## src/standby_params.svh

```systemverilog
// Offsets, bit positions and reset values of the standby mode controller.
`ifndef STANDBY_PARAMS_SVH
`define STANDBY_PARAMS_SVH
`define SMC_OFF_POWER 8'h00
`define SMC_OFF_SLOW 8'h04
`define SMC_OFF_OSC 8'h08
`define SMC_OFF_MULTI 8'h0C
`define SMC_OFF_WDOG 8'h10
`define SMC_PWR_HALT 0
`define SMC_PWR_STOP 1
`define SMC_PWR_XTAL 2
`define SMC_PWR_UPPER 5'h1F
`define SMC_SLOW_MIDOFF 0
`define SMC_SLOW_LOWSEL 1
`define SMC_OSC_MAIN 0
`define SMC_OSC_MIDOFF 1
`define SMC_OSC_SUB 2
`define SMC_OSC_SEL_LO 4
`define SMC_OSC_SEL_HI 5
`define SMC_MULTI_EN 0
`define SMC_WDOG_SLEEPEN 3
`define SMC_WDOG_HOLDRUN 4
`define SMC_WDOG_RUN 5
`define SMC_WDOG_CAUSE 7
`define SMC_RST_SLOW 8'h00
`define SMC_RST_OSC 8'h00
`define SMC_RST_MULTI 8'h00
`define SMC_RST_WDOG 8'h00
`endif

```

## src/standby_pkg.sv

```systemverilog
// Types shared by the standby mode controller.
`default_nettype none
package standby_pkg;
    typedef enum logic [1:0] {
        MODE_NORMAL,
        MODE_HALT,
        MODE_HOLD,
        MODE_XHOLD
    } mode_t;
    typedef struct packed {
        logic mainOsc;
        logic subOsc;
        logic lowRc;
        logic midRc;
        logic multiRc;
    } osc_en_t;
endpackage
`default_nettype wire

```

## src/standby_mode_controller.sv

```systemverilog
// Standby mode controller with APB register access.
// Behaviour
// - Unimplemented power register bits 7 to 3 read as one.
// - Stop clear is normal or halt; stop alone hold; both crystal hold.
// - Hold entry stops main, sub, low, medium and multi RC oscillators.
// - Hold entry with low RC selected sets slow bit 0, clears osc bits 4, 5.
// - Hold entry without low RC selected clears osc bits 1, 4 and 5.
// - Leaving hold restarts low or medium RC per current register values.
// - Leaving hold restores main and sub enables; multi RC stays stopped.
// - Crystal hold stops all but subclock; leaves clock registers unchanged.
// - Crystal keep flag is cleared only by a software write or by reset.
// - Wake signals or reset clear the stop flag.
// - Stop flag set forces the halt flag set.
// - Halt flag set suspends CPU instruction execution.
// - Interrupt acceptance or reset clears the halt flag.
// - Pin, supply drop or watchdog cause reset; watchdog sets wdog bit 7.
// - Standby entry clears wdog bit 5 when bit 4 is 0 and bit 3 is 1.
// - During reset only medium RC runs and the CPU is held.
// - In halt oscillators keep state; watchdog may also run low RC.
// - Wake from stop leaves the CPU in halt until an interrupt is taken.
// - In crystal hold the base timer runs on subclock and can wake.
//
// The register addresses and the APB interface to the registers were decided locally.
`include "standby_params.svh"
`default_nettype none
module standby_mode_controller (
    input wire logic clock,
    input wire logic rst_n,
    input wire logic clkEn,
    input wire logic psel,
    input wire logic penable,
    input wire logic pwrite,
    input wire logic [7:0] paddr,
    input wire logic [31:0] pwdata,
    output logic [31:0] prdata,
    output logic pready,
    output logic pslverr,
    input wire logic externalClearPin,
    input wire logic supplyDropDetector,
    input wire logic wdogTrip,
    input wire logic wdogLowRcReq,
    input wire logic irqAccept,
    input wire logic baseTimerIrq,
    input wire logic extIrqZero,
    input wire logic extIrqOne,
    input wire logic extIrqTwo,
    input wire logic extIrqFour,
    input wire logic port0Irq,
    output standby_pkg::osc_en_t oscEn,
    output standby_pkg::mode_t mode,
    output logic cpuStopped,
    output logic cpuInReset,
    output logic baseTimerRun
);
    logic [7:0] syncA_q;
    logic [7:0] syncB_q;
    logic halt_q, halt_d;
    logic stop_q, stop_d;
    logic xtal_q, xtal_d;
    logic [7:0] slow_q, slow_d;
    logic [7:0] osc_q, osc_d;
    logic [7:0] multi_q, multi_d;
    logic [7:0] wdog_q, wdog_d;
    logic inReset_q;

    wire logic access = psel & penable & clkEn;
    wire logic hitPwr = paddr == `SMC_OFF_POWER;
    wire logic hitSlow = paddr == `SMC_OFF_SLOW;
    wire logic hitOsc = paddr == `SMC_OFF_OSC;
    wire logic hitMulti = paddr == `SMC_OFF_MULTI;
    wire logic hitWdog = paddr == `SMC_OFF_WDOG;
    wire logic hitAny = hitPwr | hitSlow | hitOsc | hitMulti | hitWdog;
    wire logic wr = access & pwrite & hitAny;
    wire logic wrPwr = wr & hitPwr;
    wire logic sysReset = syncB_q[0] | syncB_q[1] | wdogTrip;
    wire logic extWake = |syncB_q[7:3];
    wire logic btWake = syncB_q[2];
    wire logic wake = extWake | (xtal_q & btWake);
    wire logic enterStandby = wrPwr & (pwdata[`SMC_PWR_HALT] | pwdata[`SMC_PWR_STOP]);
    wire logic holdEntry = wrPwr & pwdata[`SMC_PWR_STOP] & ~pwdata[`SMC_PWR_XTAL];
    wire logic [7:0] pwrRead = {`SMC_PWR_UPPER, xtal_q, stop_q, halt_q};
    wire logic [7:0] rdByte = hitPwr ? pwrRead :
                              hitSlow ? slow_q :
                              hitOsc ? osc_q :
                              hitMulti ? multi_q :
                              hitWdog ? wdog_q : 8'h00;

    assign pready = clkEn;
    assign pslverr = psel & penable & ~hitAny;
    assign prdata = (psel & ~pwrite) ? {24'h00_0000, rdByte} : 32'h0000_0000;

    always_comb begin
        halt_d = halt_q;
        stop_d = stop_q;
        xtal_d = xtal_q;
        slow_d = slow_q;
        osc_d = osc_q;
        multi_d = multi_q;
        wdog_d = wdog_q;
        if (sysReset) begin
            halt_d = 1'b0;
            stop_d = 1'b0;
            xtal_d = 1'b0;
            slow_d = `SMC_RST_SLOW;
            osc_d = `SMC_RST_OSC;
            multi_d = `SMC_RST_MULTI;
            wdog_d = `SMC_RST_WDOG;
            wdog_d[`SMC_WDOG_CAUSE] = wdogTrip | wdog_q[`SMC_WDOG_CAUSE];
        end else begin
            if (stop_q & wake) begin
                stop_d = 1'b0;
            end
            if (irqAccept & ~stop_q) begin
                halt_d = 1'b0;
            end
            if (wrPwr) begin
                xtal_d = pwdata[`SMC_PWR_XTAL];
                stop_d = pwdata[`SMC_PWR_STOP];
                halt_d = pwdata[`SMC_PWR_HALT] | pwdata[`SMC_PWR_STOP];
            end
            if (wr & hitSlow) begin
                slow_d = pwdata[7:0];
            end
            if (wr & hitOsc) begin
                osc_d = pwdata[7:0];
            end
            if (wr & hitMulti) begin
                multi_d = pwdata[7:0];
            end
            if (wr & hitWdog) begin
                wdog_d = pwdata[7:0];
            end
            if (enterStandby & ~wdog_q[`SMC_WDOG_HOLDRUN] & wdog_q[`SMC_WDOG_SLEEPEN]) begin
                wdog_d[`SMC_WDOG_RUN] = 1'b0;
            end
            if (holdEntry) begin
                osc_d[`SMC_OSC_SEL_LO] = 1'b0;
                osc_d[`SMC_OSC_SEL_HI] = 1'b0;
                multi_d[`SMC_MULTI_EN] = 1'b0;
                if (slow_q[`SMC_SLOW_LOWSEL]) begin
                    slow_d[`SMC_SLOW_MIDOFF] = 1'b1;
                end else begin
                    osc_d[`SMC_OSC_MIDOFF] = 1'b0;
                end
            end
        end
    end

    always_ff @(posedge clock) begin
        if (!rst_n) begin
            syncA_q <= 8'h00;
            syncB_q <= 8'h00;
            halt_q <= 1'b0;
            stop_q <= 1'b0;
            xtal_q <= 1'b0;
            slow_q <= `SMC_RST_SLOW;
            osc_q <= `SMC_RST_OSC;
            multi_q <= `SMC_RST_MULTI;
            wdog_q <= `SMC_RST_WDOG;
            inReset_q <= 1'b1;
        end else if (clkEn) begin
            syncA_q <= {port0Irq, extIrqFour, extIrqTwo, extIrqOne, extIrqZero,
                        baseTimerIrq, supplyDropDetector, externalClearPin};
            syncB_q <= syncA_q;
            halt_q <= halt_d;
            stop_q <= stop_d;
            xtal_q <= xtal_d;
            slow_q <= slow_d;
            osc_q <= osc_d;
            multi_q <= multi_d;
            wdog_q <= wdog_d;
            inReset_q <= sysReset;
        end
    end

    assign mode = stop_q ? (xtal_q ? standby_pkg::MODE_XHOLD : standby_pkg::MODE_HOLD) :
                  (halt_q ? standby_pkg::MODE_HALT : standby_pkg::MODE_NORMAL);

    standby_pkg::osc_en_t runEn;
    assign runEn.mainOsc = osc_q[`SMC_OSC_MAIN];
    assign runEn.subOsc = osc_q[`SMC_OSC_SUB];
    assign runEn.lowRc = slow_q[`SMC_SLOW_LOWSEL];
    assign runEn.midRc = ~osc_q[`SMC_OSC_MIDOFF] & ~slow_q[`SMC_SLOW_MIDOFF];
    assign runEn.multiRc = multi_q[`SMC_MULTI_EN];

    always_comb begin
        oscEn = runEn;
        baseTimerRun = 1'b1;
        if (inReset_q) begin
            oscEn = '0;
            oscEn.midRc = 1'b1;
            baseTimerRun = 1'b0;
        end else begin
            unique case (mode)
                standby_pkg::MODE_NORMAL: begin
                    oscEn = runEn;
                end
                standby_pkg::MODE_HALT: begin
                    oscEn.lowRc = runEn.lowRc | wdogLowRcReq;
                end
                standby_pkg::MODE_HOLD: begin
                    oscEn = '0;
                    baseTimerRun = 1'b0;
                end
                standby_pkg::MODE_XHOLD: begin
                    oscEn = '0;
                    oscEn.subOsc = runEn.subOsc;
                    baseTimerRun = runEn.subOsc;
                end
            endcase
        end
    end

    assign cpuStopped = halt_q | stop_q | inReset_q;
    assign cpuInReset = inReset_q;

    property p_upper_ones;
        @(posedge clock) disable iff (!rst_n)
        (psel & ~pwrite & hitPwr) |-> prdata[7:3] == 5'h1F;
    endproperty
    a_upper_ones: assert property (p_upper_ones) else $error("Power register upper bits not one.");

    property p_hold_off;
        @(posedge clock) disable iff (!rst_n)
        (mode == standby_pkg::MODE_HOLD & ~inReset_q) |-> (oscEn == '0 && !baseTimerRun);
    endproperty
    a_hold_off: assert property (p_hold_off) else $error("Oscillator running in hold.");

    property p_hold_low;
        @(posedge clock) disable iff (!rst_n)
        (clkEn & holdEntry & ~sysReset & slow_q[1]) |=>
            (slow_q[0] && osc_q[5:4] == 2'b00 && mode == standby_pkg::MODE_HOLD);
    endproperty
    a_hold_low: assert property (p_hold_low) else $error("Hold entry low RC effects missing.");

    property p_hold_mid;
        @(posedge clock) disable iff (!rst_n)
        (clkEn & holdEntry & ~sysReset & ~slow_q[1]) |=>
            (!osc_q[1] && osc_q[5:4] == 2'b00 && !multi_q[0]);
    endproperty
    a_hold_mid: assert property (p_hold_mid) else $error("Hold entry medium RC effects missing.");

    property p_xhold_keep;
        @(posedge clock) disable iff (!rst_n)
        (clkEn & wrPwr & pwdata[2] & pwdata[1] & ~sysReset) |=>
            ($stable(osc_q) && $stable(slow_q) && $stable(multi_q) && !oscEn.mainOsc && !oscEn.midRc);
    endproperty
    a_xhold_keep: assert property (p_xhold_keep) else $error("Crystal hold changed clock registers.");

    property p_xtal_sw_only;
        @(posedge clock) disable iff (!rst_n)
        (clkEn & xtal_q & ~wrPwr & ~sysReset) |=> xtal_q;
    endproperty
    a_xtal_sw_only: assert property (p_xtal_sw_only) else $error("Crystal flag cleared by hardware.");

    property p_wake_halt;
        @(posedge clock) disable iff (!rst_n)
        (clkEn & stop_q & wake & ~wrPwr & ~sysReset) |=> (!stop_q && halt_q && cpuStopped);
    endproperty
    a_wake_halt: assert property (p_wake_halt) else $error("Wake did not drop to halt.");

    property p_stop_halt;
        @(posedge clock) disable iff (!rst_n)
        stop_q |-> (halt_q && cpuStopped);
    endproperty
    a_stop_halt: assert property (p_stop_halt) else $error("Stop flag without halt flag.");

    property p_irq_clear;
        @(posedge clock) disable iff (!rst_n)
        (clkEn & halt_q & ~stop_q & irqAccept & ~wrPwr) |=> !halt_q;
    endproperty
    a_irq_clear: assert property (p_irq_clear) else $error("Interrupt did not clear halt.");

    property p_wdog_cause;
        @(posedge clock) disable iff (!rst_n)
        (clkEn & wdogTrip) |=> (wdog_q[7] && cpuInReset);
    endproperty
    a_wdog_cause: assert property (p_wdog_cause) else $error("Watchdog cause bit not set.");

    property p_reset_osc;
        @(posedge clock) disable iff (!rst_n)
        inReset_q |-> (oscEn.midRc && !oscEn.mainOsc && !oscEn.subOsc && !oscEn.lowRc && !oscEn.multiRc);
    endproperty
    a_reset_osc: assert property (p_reset_osc) else $error("Wrong oscillators in reset.");

    property p_wdog_sleep;
        @(posedge clock) disable iff (!rst_n)
        (clkEn & enterStandby & ~sysReset & wdog_q[4:3] == 2'b01) |=> !wdog_q[5];
    endproperty
    a_wdog_sleep: assert property (p_wdog_sleep) else $error("Watchdog run bit not cleared.");

    property p_halt_mode;
        @(posedge clock) disable iff (!rst_n)
        (halt_q && !stop_q) |-> (mode == standby_pkg::MODE_HALT);
    endproperty
    a_halt_mode: assert property (p_halt_mode) else $error("Halt flag alone not decoded as halt.");

    property p_halt_cpu;
        @(posedge clock) disable iff (!rst_n)
        (mode != standby_pkg::MODE_NORMAL) |-> cpuStopped;
    endproperty
    a_halt_cpu: assert property (p_halt_cpu) else $error("CPU running in a standby mode.");

    property p_reset_flags;
        @(posedge clock) disable iff (!rst_n)
        (clkEn & sysReset) |=> (!stop_q && !halt_q && !xtal_q && cpuInReset);
    endproperty
    a_reset_flags: assert property (p_reset_flags) else $error("Reset did not clear mode flags.");

    property p_entry_now;
        @(posedge clock) disable iff (!rst_n)
        (wrPwr & pwdata[1] & ~sysReset) |=>
            (!oscEn.mainOsc && !oscEn.lowRc && !oscEn.midRc && !oscEn.multiRc && cpuStopped);
    endproperty
    a_entry_now: assert property (p_entry_now) else $error("Standby enables late after the write.");

    property p_exit_rc;
        @(posedge clock) disable iff (!rst_n)
        (clkEn & stop_q & ~xtal_q & wake & ~wr & ~sysReset) |=>
            (slow_q[1] ? (oscEn.lowRc && !oscEn.midRc) : (oscEn.midRc == !slow_q[0]));
    endproperty
    a_exit_rc: assert property (p_exit_rc) else $error("Wrong RC oscillator after hold.");

    property p_hold_exit;
        @(posedge clock) disable iff (!rst_n)
        (clkEn & stop_q & ~xtal_q & wake & ~wr & ~sysReset) |=>
            (oscEn.mainOsc == osc_q[0] && oscEn.subOsc == osc_q[2] && !oscEn.multiRc);
    endproperty
    a_hold_exit: assert property (p_hold_exit) else $error("Main or sub enable not restored after hold.");

    property p_halt_keep;
        @(posedge clock) disable iff (!rst_n)
        (mode == standby_pkg::MODE_HALT && !inReset_q) |->
            (oscEn.mainOsc == osc_q[0] && oscEn.subOsc == osc_q[2] && oscEn.multiRc == multi_q[0]
             && oscEn.lowRc == (slow_q[1] | wdogLowRcReq));
    endproperty
    a_halt_keep: assert property (p_halt_keep) else $error("Oscillator changed in halt.");

    property p_xhold_run;
        @(posedge clock) disable iff (!rst_n)
        (mode == standby_pkg::MODE_XHOLD && !inReset_q) |->
            (!oscEn.mainOsc && !oscEn.lowRc && !oscEn.midRc && !oscEn.multiRc
             && oscEn.subOsc == osc_q[2] && baseTimerRun == osc_q[2]);
    endproperty
    a_xhold_run: assert property (p_xhold_run) else $error("Crystal hold clocks wrong.");
endmodule
`default_nettype wire

```

## config.mk

```make
export PLATFORM = sky130hd
export DESIGN_NAME = standby_mode_controller
export DESIGN_NICKNAME = d
export VERILOG_FILES = /design/src/standby_pkg.sv /design/src/standby_mode_controller.sv
export VERILOG_INCLUDE_DIRS = /design/src
export SDC_FILE = /design/constraint.sdc
export NUM_CORES = 1
export LEC_CHECK = 0
export ABC_AREA = 1
export BUFFER_PORTS_ARGS = -buffer_cell sky130_fd_sc_hd__buf_4
export CAP_MARGIN = 0
export CORE_MARGIN = 4
export CORE_UTILIZATION = 25
export DETAILED_ROUTE_END_ITERATION = 10
export HOLD_SLACK_MARGIN = 0.08
export PLACE_DENSITY_LB_ADDON = 0.3
export RECOVER_POWER = 50
export SETUP_SLACK_MARGIN = 0.5
export SYNTH_ARGS = -nofsm -noshare
export SYNTH_HDL_FRONTEND = slang
export SYNTH_SLANG_ARGS = --single-unit
```

## constraint.sdc

```tcl
create_clock -name clock -period 2.15 [get_ports clock]
set_input_delay 0.43 -clock clock [delete_from_list [all_inputs] [get_ports clock]]
set_output_delay 0.43 -clock clock [all_outputs]
set_load 0.1 [all_outputs]
```

==> impl_metrics.py, run 1 <==
metrics = {
    "outcome": {
        "outcome": "complete, no violations",
    },
    "hold_path": {
        "min_delay_path_depth": 3,
        "holdCritPathClass": "input port to flip-flop",
    },
    "detailed_routing": {
        "drt_first_pass_iters": 4,
        "drc": 0,
        "drt-wirelength-per-cell_um": 13.0,
        "wl_um": 8620,
        "drt_iter0_markers": 143,
        "ant_nets": 0,
        "viasPerCell": 4.42,
        "num_vias": 2920,
    },
    "logic_synthesis": {
        "ys_types": 27,
        "yosys.area.top_type": "dfxtp_1",
        "async_reset_ff_frac": 0,
        "yosys-top-cells-count": "nand2_1, nor2_1, dfxtp_1",
        "synth_seq_cells": 52,
        "synth_flop_cell": "dfxtp_1",
        "syn_avg_cell_area_um2": 6.48,
        "ys_top_cells_by_area": "dfxtp_1, nand2_1, a21oi_1",
        "ys_seq_area_frac": 0.370,
        "yosysWarnings": 0,
        "synth_edf_count": 0,
        "yosysTopAreaCellShare": 0.370,
        "synth.most_common_cell": "nand2_1",
        "syn-cell-area_mm2": 0.00281,
        "synthCells": 434,
    },
    "worst_setup_path": {
        "endpoint": "prdata[3]",
        "critPathMaxFanout": 5,
        "critPathKind": "input port to primary output",
        "r2r_slack_ps": 550,
        "reg2reg_from": "syncB_q[0]$_SDFFE_PN0P_",
        "cp.required_ps": 1720,
        "r2r_cells": 8,
        "start_kind": "input port",
        "cp-end-kind": "primary output",
        "rr_endpoint": "wdog_q[3]$_SDFFE_PN0P_",
        "critPathLaunch": "paddr[0]",
        "arrival_ps": 1700,
    },
    "power": {
        "vdd_drop_max_mv": 0.309,
        "leakage_uw": 0.00176,
        "power_density_mw_per_mm2": 563,
    },
    "floorplan": {
        "die-height_um": 114,
        "die-area_mm2": 0.0130,
        "top_level_ports": 101,
        "std_cell_rows": 38,
        "start_util": 0.257,
        "die_width_um": 114,
        "core_mm2": 0.0109,
    },
    "place": {
        "dpl_worst_slack_ps": -140,
        "place_congestion": 0.842,
        "dp_hpwl_um": 6420,
        "place_inst": 642,
        "portBuffers": 52,
    },
    "grt": {
        "grtUsageTotal": 0.133,
        "overflow": 0,
        "antenna_found_initial": 0,
        "grt_first_pass_wirelength_um": 13900,
        "grt_pass1_vias": 2818,
        "grt_max_degree": 26,
    },
    "layout": {
        "num-fill-cells": 1143,
        "diodes": 0,
        "drive_above_1_share": 0.353,
        "multi_input_area_mm2": 0.00176,
        "seqCellArea_mm2": 0.00105,
        "area_delta_synth_final_pct": 54.7,
        "final_nets": 577,
        "instances_no_fill": 661,
    },
    "timing": {
        "setup_viol": 0,
        "max_freq_ghz": 0.470,
        "worst_clock_skew_ps": 5.08,
        "finalHoldViolCount": 0,
        "fin_tns_setup_ps": 0,
        "rsz0062_at_grt": "true",
        "max_slew_margin": 0.450,
        "final_max_slew_viol_count": 0,
        "worst_hold_slack_ps": 358,
        "worstMarginPinSlew_ps": 821,
        "fin_crit_ps": 2130,
        "fin_crit_sh": 0.990,
        "fin_ws_ps": 21.3,
    },
    "cts": {
        "cts_made_buffers": 5,
        "htree_num_levels": 2,
        "cts_tree": "built",
        "clkLatencyLatePin_ps": 290,
        "clock_tree.buffer_depth": 2,
        "postCtsHoldBufs": 0,
        "cts_root_buf": "clkbuf_16",
        "numClockSinks": 52,
        "path_clk_slew_ps": 70,
    },
    "job": {
        "drv_cap": 0,
    },
}
-- power breakdown --
group	switching, µW	leakage (µW)	internal [µW]
logic	407	0.00125	141
registers	16.5	0.000424	988
clock network	349	0.0000798	547
-- per-layer routing --
layer	track usage	share of wire	vias up
li1	-	-	1500
met1	0.184	0.45	1310
met2	0.213	0.47	96
met3	0.0212	0.064	14
met4	0.0388	0.016	0
met5	0	0	-
-- cell usage in the layout (no fill, tap or decap), types with 2 or more instances in the layout --
cell type and instances:
clkbuf_2 3, buf_12 18, a21oi_1 42, a41oi_4 2, a21oi_2 3, clkbuf_16 5
a21oi_4 2, o211ai_1 2, nand3_1 13, inv_2 11, clkinvlp_4 8, inv_4 2
nand2_1 95, nor2_2 4, nor2_1 38, dfxtp_4 2, buf_4 53, nand4_1 6
nand3_4 2, o21ai_1 5, nand2_4 5, o21ai_2 5, dfxtp_1 50, conb_1 24
buf_6 14, nor2_4 18, inv_1 36, nand3_2 5, o21ai_0 19, nand2_2 14
-- flip-flops by register name, summed over array words and instances (netlist names) --
signal      count
halt_q          1
multi_q         8
syncB_q         8
osc_q           8
cpuInReset      1
slow_q          8
stop_q          1
wdog_q          8
xtal_q          1
syncA_q         8
-- through the flow --
stage,util,power [µW],instance area (µm²)
after floorplan,-,1420,3080
after global placement,0.333,1520,3640
after detailed placement,0.333,1530,3640
after CTS,0.381,2460,4170
after global routing,0.398,2550,4350
final,0.398,2450,4350
-- cells by family after synthesis --
family,count (synthesis),synth area share
AND/OR/NAND/NOR,205,0.312
AO/OA/AOI/OAI,84,0.157
flip-flops,52,0.370
other,1,0.00133
buffers and inverters,92,0.159
-- final cells by class --
cell class,instances,area share
timing repair buffer,90,0.218
tap,140,0.0403
sequential,52,0.241
clock inverter,3,0.00978
clock buffer,5,0.0288
multi-input combinational,314,0.405
inverter,57,0.0564
-- worst min-delay path by stage --
stage	start	to	slack (ps)
finish	baseTimerIrq	syncA_q[2]$_SDFFE_PN0P_	360
global route	baseTimerIrq	syncA_q[2]$_SDFFE_PN0P_	360
CTS	baseTimerIrq	syncA_q[2]$_SDFFE_PN0P_	350
detailed placement	syncB_q[3]$_SDFFE_PN0P_	syncB_q[3]$_SDFFE_PN0P_	450
global placement	syncB_q[3]$_SDFFE_PN0P_	syncB_q[3]$_SDFFE_PN0P_	440
floorplan	syncB_q[3]$_SDFFE_PN0P_	syncB_q[3]$_SDFFE_PN0P_	430
-- what timing repair did --
action                                  4_1_cts  5_1_grt
resized for setup                            90       52
gates cloned                                  1        0
endpoints found under the setup margin       18       40
pin swaps                                    14       29
setup buffers                                 3        7
-- critical path, stage by stage --
cell        delay, ps
buf_6             100
nor2_4            190
nand3_2            80
or2_4             280
o21ai_2           110
a21oi_1            60
nand3_1           120
nand2_2            70
clkinvlp_4         80
buf_12            170
(Power assumes the default switching activity.)
==> run 2: changes to the inputs <==
Settings changed: CAP_MARGIN 0 to unset, SETUP_SLACK_MARGIN 0.5 to unset.
==> run 2 against run 1 <==
  * Non-clock buffer count decreased by 3
  * Combinational power down 6.6%
  * Worst setup slack got worse by 13 ps
  * Cell area down 8.4%
  * Sequential cell count is the same
  * Count of clock-buffer cells in the layout rose by 1
  * Critical path type unchanged
  * Utilization decreased by 3.3 points
==> impl_metrics.py, run 2 (synthesis results as in run 1) <==
metrics = {
    "worst_setup_path": {
        "start_kind": "input port",
        "critPathMaxFanout": 4,
        "cp.required_ps": 1720,
        "reg2reg_from": "syncB_q[0]$_SDFFE_PN0P_",
        "r2r_cells": 8,
        "arrival_ps": 1710,
        "critPathLaunch": "paddr[1]",
        "rr_endpoint": "wdog_q[4]$_SDFFE_PN0P_",
        "critPathKind": "input port to primary output",
        "cp-end-kind": "primary output",
        "r2r_slack_ps": 590,
    },
    "floorplan": {
        "die_width_um": 114,
        "std_cell_rows": 38,
        "die-area_mm2": 0.0130,
        "core_mm2": 0.0109,
        "top_level_ports": 101,
        "start_util": 0.257,
        "die-height_um": 114,
    },
    "grt": {
        "grt_pass1_vias": 2854,
        "antenna_found_initial": 0,
        "grtUsageTotal": 0.130,
        "grt_max_degree": 33,
        "overflow": 0,
        "grt_first_pass_wirelength_um": 13600,
    },
    "detailed_routing": {
        "drc": 0,
        "viasPerCell": 4.44,
        "drt_iter0_markers": 141,
        "drt_first_pass_iters": 4,
        "num_vias": 2911,
        "drt-wirelength-per-cell_um": 12.9,
        "wl_um": 8460,
        "ant_nets": 0,
    },
    "layout": {
        "final_nets": 573,
        "finalCoreUtilization": 0.364,
        "layout_common_cells": "nand2_1, buf_4, dfxtp_1",
        "diodes": 0,
        "area_delta_synth_final_pct": 41.7,
        "num-fill-cells": 1177,
        "drive_above_1_share": 0.302,
        "final_common_cell": "nand2_1",
    },
    "power": {
        "vdd_drop_max_mv": 0.360,
        "seq_power_share": 0.443,
        "power.switching_uw": 732,
        "p_sw_frac": 0.323,
        "pwr-share-comb": 0.225,
        "intPower_uw": 1540,
        "power_uw": 2270,
        "clockPowerShare": 0.331,
        "leakage_uw": 0.00168,
        "power_density_mw_per_mm2": 570,
    },
    "cts": {
        "cts_tree": "built",
        "path_clk_slew_ps": 60,
        "clkLatencyLatePin_ps": 280,
        "cts_made_buffers": 5,
        "cts_root_buf": "clkbuf_16",
        "clock_tree.buffer_depth": 2,
        "htree_num_levels": 2,
        "numClockSinks": 52,
    },
    "timing": {
        "fin_crit_ps": 2140,
        "rsz0062_at_grt": "true",
        "max_freq_ghz": 0.467,
        "finalHoldViolCount": 0,
        "fin_crit_sh": 0.996,
        "worstMarginPinSlew_ps": 547,
        "setup_viol": 0,
        "max_slew_margin": 0.637,
        "worst_clock_skew_ps": 3.03,
        "final_max_slew_viol_count": 0,
    },
    "place": {
        "portBuffers": 52,
        "dp_hpwl_um": 6500,
        "place_congestion": 0.848,
    },
    "hold_path": {
        "min_delay_path_depth": 3,
        "holdPathEnd": "syncA_q[4]$_SDFFE_PN0P_",
        "holdCritPathClass": "input port to flip-flop",
        "worstHoldStart": "extIrqOne",
    },
    "job": {
        "drv_cap": 0,
    },
    "outcome": {
        "outcome": "complete, no violations",
    },
}
[run 2: cell count changes in the layout (fill, tap and decap cells not counted), sizes merged]
cell      change
buf           -4
clkinvlp      -3
clkbuf        +2
bufinv        -1
clkinv        +1
inv           +1
nor2          -1
[run 2: power groups by stage]
stage               combinational, µW  sequential (µW)  clock (µW)
finish                            511             1010         752
global placement                  492             1030           0
global route                      544             1010         811
detailed placement                495             1030           0
CTS                               506             1000         773
floorplan                         384             1030           0
[run 2: worst max path at each step]
stage                 to
3_5_place_dp   prdata[7]
3_3_place_gp   prdata[7]
2_1_floorplan  prdata[1]
4_1_cts        prdata[3]
6_report       prdata[2]
5_1_grt        prdata[0]
[run 2: stage by stage]
step / cells / setup WS [ps] / hold WS [ps] / instance area, µm² / setup TNS [ps]
2_1_floorplan: 457 / -64.2 / 434 / 3010 / -81.7
3_3_place_gp: 647 / -233 / 445 / 3590 / -1510
3_5_place_dp: 647 / -258 / 452 / 3590 / -1600
4_1_cts: 656 / -4.51 / 360 / 3890 / -8.89
5_1_grt: 656 / -47.7 / 383 / 3980 / -122
6_report: 656 / 8.16 / 363 / 3980 / 0
[run 2: final cells by class]
class	instances	area [µm²]	share of cell area
sequential	52	1040	0.262
tap	140	175	0.0440
clock buffer	6	129	0.0324
timing repair buffer	87	791	0.199
multi-input combinational	313	1600	0.403
inverter	57	236	0.0594
clock inverter	1	5.00	0.00126
[run 2: worst max-delay path: stages]
cell and delay, ps:
buf_8 100, nor2_4 100, buf_6 120, nand3_4 90, nor2_4 150, nand2_4 90
inv_4 80, nand2_4 50, a41oi_4 270, buf_12 210
[run 2: timing repair]
action                                  CTS  global route
endpoints found under the setup margin    8             8
pin swaps                                 9            13
gates resized for setup                  43            33
buffers inserted                          2             0
hold buffers                              0             0
[run 2: routing by layer]
metal	vias up	wire, µm	global-route usage
met3	2	534	0.0281
met1	1317	3990	0.179
met4	0	28	0.0285
li1	1491	-	-
met2	101	3910	0.209
met5	-	0	0
==> run 3: changes to the inputs <==
Settings changed: CORE_UTILIZATION 25 to 50, CTS_BUF_LIST set to sky130_fd_sc_hd__clkbuf_8, PLACE_DENSITY set to 0.84, PLACE_DENSITY_LB_ADDON 0.3 to unset.
==> run 3 against run 2 <==
  * The flow now finishes with violations (negative setup slack)
  * First-iteration DRC count up 130%
  * Sequential power about the same
  * Worst hold slack worse by 24 ps
  * Utilization rose by 33 points
  * Worst setup slack got worse by 16 ps
  * Critical path depth down 1
  * Cell area shrank 4.0%
  * Total power fell by 1.2%
  * Clock skew rose by 1.1 ps
  * Global-route usage grew 9.0 points
  * Routed wire length increased by 0.13%
  * Critical path type unchanged
  * Critical endpoint is now prdata[1]
  * Largest power group unchanged
==> impl_metrics.py, run 3 (synthesis results as in run 1) <==
metrics = {
    "cts": {
        "clkLatencyLatePin_ps": 310,
        "htree_num_levels": 2,
        "cts_made_buffers": 5,
        "cts_tree": "built",
        "clock_tree.buffer_depth": 2,
        "postCtsHoldBufs": 0,
        "cts_root_buf": "clkbuf_8",
        "path_clk_slew_ps": 90,
        "numClockSinks": 52,
    },
    "timing": {
        "fin_crit_ps": 2160,
        "max_slew_margin": 0.640,
        "fin_tns_setup_ps": -15.3,
        "fin_ws_ps": -7.75,
        "setup_viol": 2,
        "fin_crit_sh": 1.00,
        "finalHoldViolCount": 0,
        "worst_hold_slack_ps": 339,
        "worst_clock_skew_ps": 4.11,
        "final_max_slew_viol_count": 0,
        "rsz0062_at_grt": "true",
        "worstMarginPinSlew_ps": 543,
        "max_freq_ghz": 0.463,
    },
    "floorplan": {
        "die-height_um": 83.0,
        "start_util": 0.514,
        "die_width_um": 83.0,
        "std_cell_rows": 27,
        "die-area_mm2": 0.00689,
        "core_mm2": 0.00547,
        "top_level_ports": 101,
    },
    "worst_setup_path": {
        "arrival_ps": 1730,
        "critPathKind": "input port to primary output",
        "critPathMaxFanout": 3,
        "cp-end-kind": "primary output",
        "cp.required_ps": 1720,
        "start_kind": "input port",
    },
    "outcome": {
        "outcome": "finished, violations left",
        "violations": "negative setup slack",
    },
    "detailed_routing": {
        "drc": 0,
        "ant_nets": 0,
        "num_vias": 3080,
        "drt_iter0_markers": 331,
        "viasPerCell": 5.24,
        "wl_um": 8480,
        "drt_first_pass_iters": 5,
        "drt-wirelength-per-cell_um": 14.4,
    },
    "place": {
        "place_congestion": 0.884,
        "place_inst": 575,
        "portBuffers": 52,
        "dp_hpwl_um": 5670,
        "dpl_cell_area_mm2": 0.00348,
    },
    "layout": {
        "diodes": 0,
        "area_delta_synth_final_pct": 36.0,
        "drive_above_1_share": 0.287,
        "final_nets": 572,
        "final_common_cell": "nand2_1",
        "instances_no_fill": 588,
        "design_area_mm2": 0.00382,
        "layout_common_cells": "nand2_1, buf_4, dfxtp_1",
    },
    "grt": {
        "grt_pass1_vias": 2753,
        "antenna_found_initial": 0,
        "grt_max_degree": 33,
        "grt_first_pass_wirelength_um": 12500,
        "overflow": 0,
        "grtUsageTotal": 0.220,
    },
    "power": {
        "power_density_mw_per_mm2": 586,
        "power_uw": 2240,
        "vdd_drop_max_mv": 0.484,
        "leakage_uw": 0.00164,
    },
    "hold_path": {
        "holdCritPathClass": "input port to flip-flop",
    },
    "job": {
        "drv_cap": 0,
    },
}
run 3: cell count changes in the layout (fill, tap and decap cells not counted), moves of 3 or more:
cell | previous run | this run
buf_6 | 11 | 8
clkbuf_16 | 5 | 0
clkbuf_8 | 0 | 7
nand2_1 | 101 | 104
o21ai_1 | 0 | 3
run 3: power breakdown:
| part | leakage [µW] | internal (µW) | switching, µW |
|---|---|---|---|
| registers | 0.000423 | 989 | 14.2 |
| clock network | 0.0000645 | 411 | 321 |
| logic | 0.00115 | 115 | 391 |
| total | 0.00164 | 1520 | 727 |
run 3: routing by layer:
| layer | GRT usage | share of wire | up-vias |
|---|---|---|---|
| met1 | 0.267 | 0.40 | 1399 |
| met4 | 0.0684 | 0.031 | 0 |
| met2 | 0.390 | 0.49 | 160 |
| li1 | - | - | 1489 |
| met5 | 0 | 0 | - |
| met3 | 0.0407 | 0.076 | 32 |
run 3: path summary, 6_finish.rpt:
path / endpoint / cells after the start / slack (ps) / from
worst max-delay path: prdata[1] / 9 / -8 / paddr[0]
worst min-delay path: syncA_q[1]$_SDFFE_PN0P_ / 3 / 340 / supplyDropDetector
worst max register to register: wdog_q[1]$_SDFFE_PN0P_ / 8 / 370 / syncB_q[0]$_SDFFE_PN0P_
worst min register to register: multi_q[7]$_SDFFE_PN0P_ / 2 / 470 / multi_q[7]$_SDFFE_PN0P_
run 3: layout make-up:
| class | count | area [µm²] |
|---|---|---|
| clock buffers | 7 | 96.3 |
| clock inverters | 1 | 30.0 |
| fillers | 439 | 1650 |
| inverters | 57 | 236 |
| multi-input cells | 313 | 1560 |
| flip-flops and latches | 52 | 1040 |
| well taps | 72 | 90.1 |
| repair buffers | 86 | 768 |
run 3: critical path: stages:
cell,delay (ps)
buf_8,100
nor2_4,150
buf_6,140
nand3_2,110
nor2_4,150
buf_4,130
a21oi_1,90
a41oi_4,220
buf_12,200
run 3: through the flow:
stage                     setup slack (ps)   util
final                                -7.75  0.699
after global routing                 -68.2  0.699
after CTS                            -4.39  0.676
after detailed placement              -215  0.635
after global placement                -152  0.635
after floorplan                      -64.2      -
run 3: timing repair:
item	CTS	global route
hold endpoints to repair	0	0
buffers inserted	0	5
cloned	0	0
pin swaps	1	13
endpoints found under the setup margin	8	8
gates resized for setup	28	37
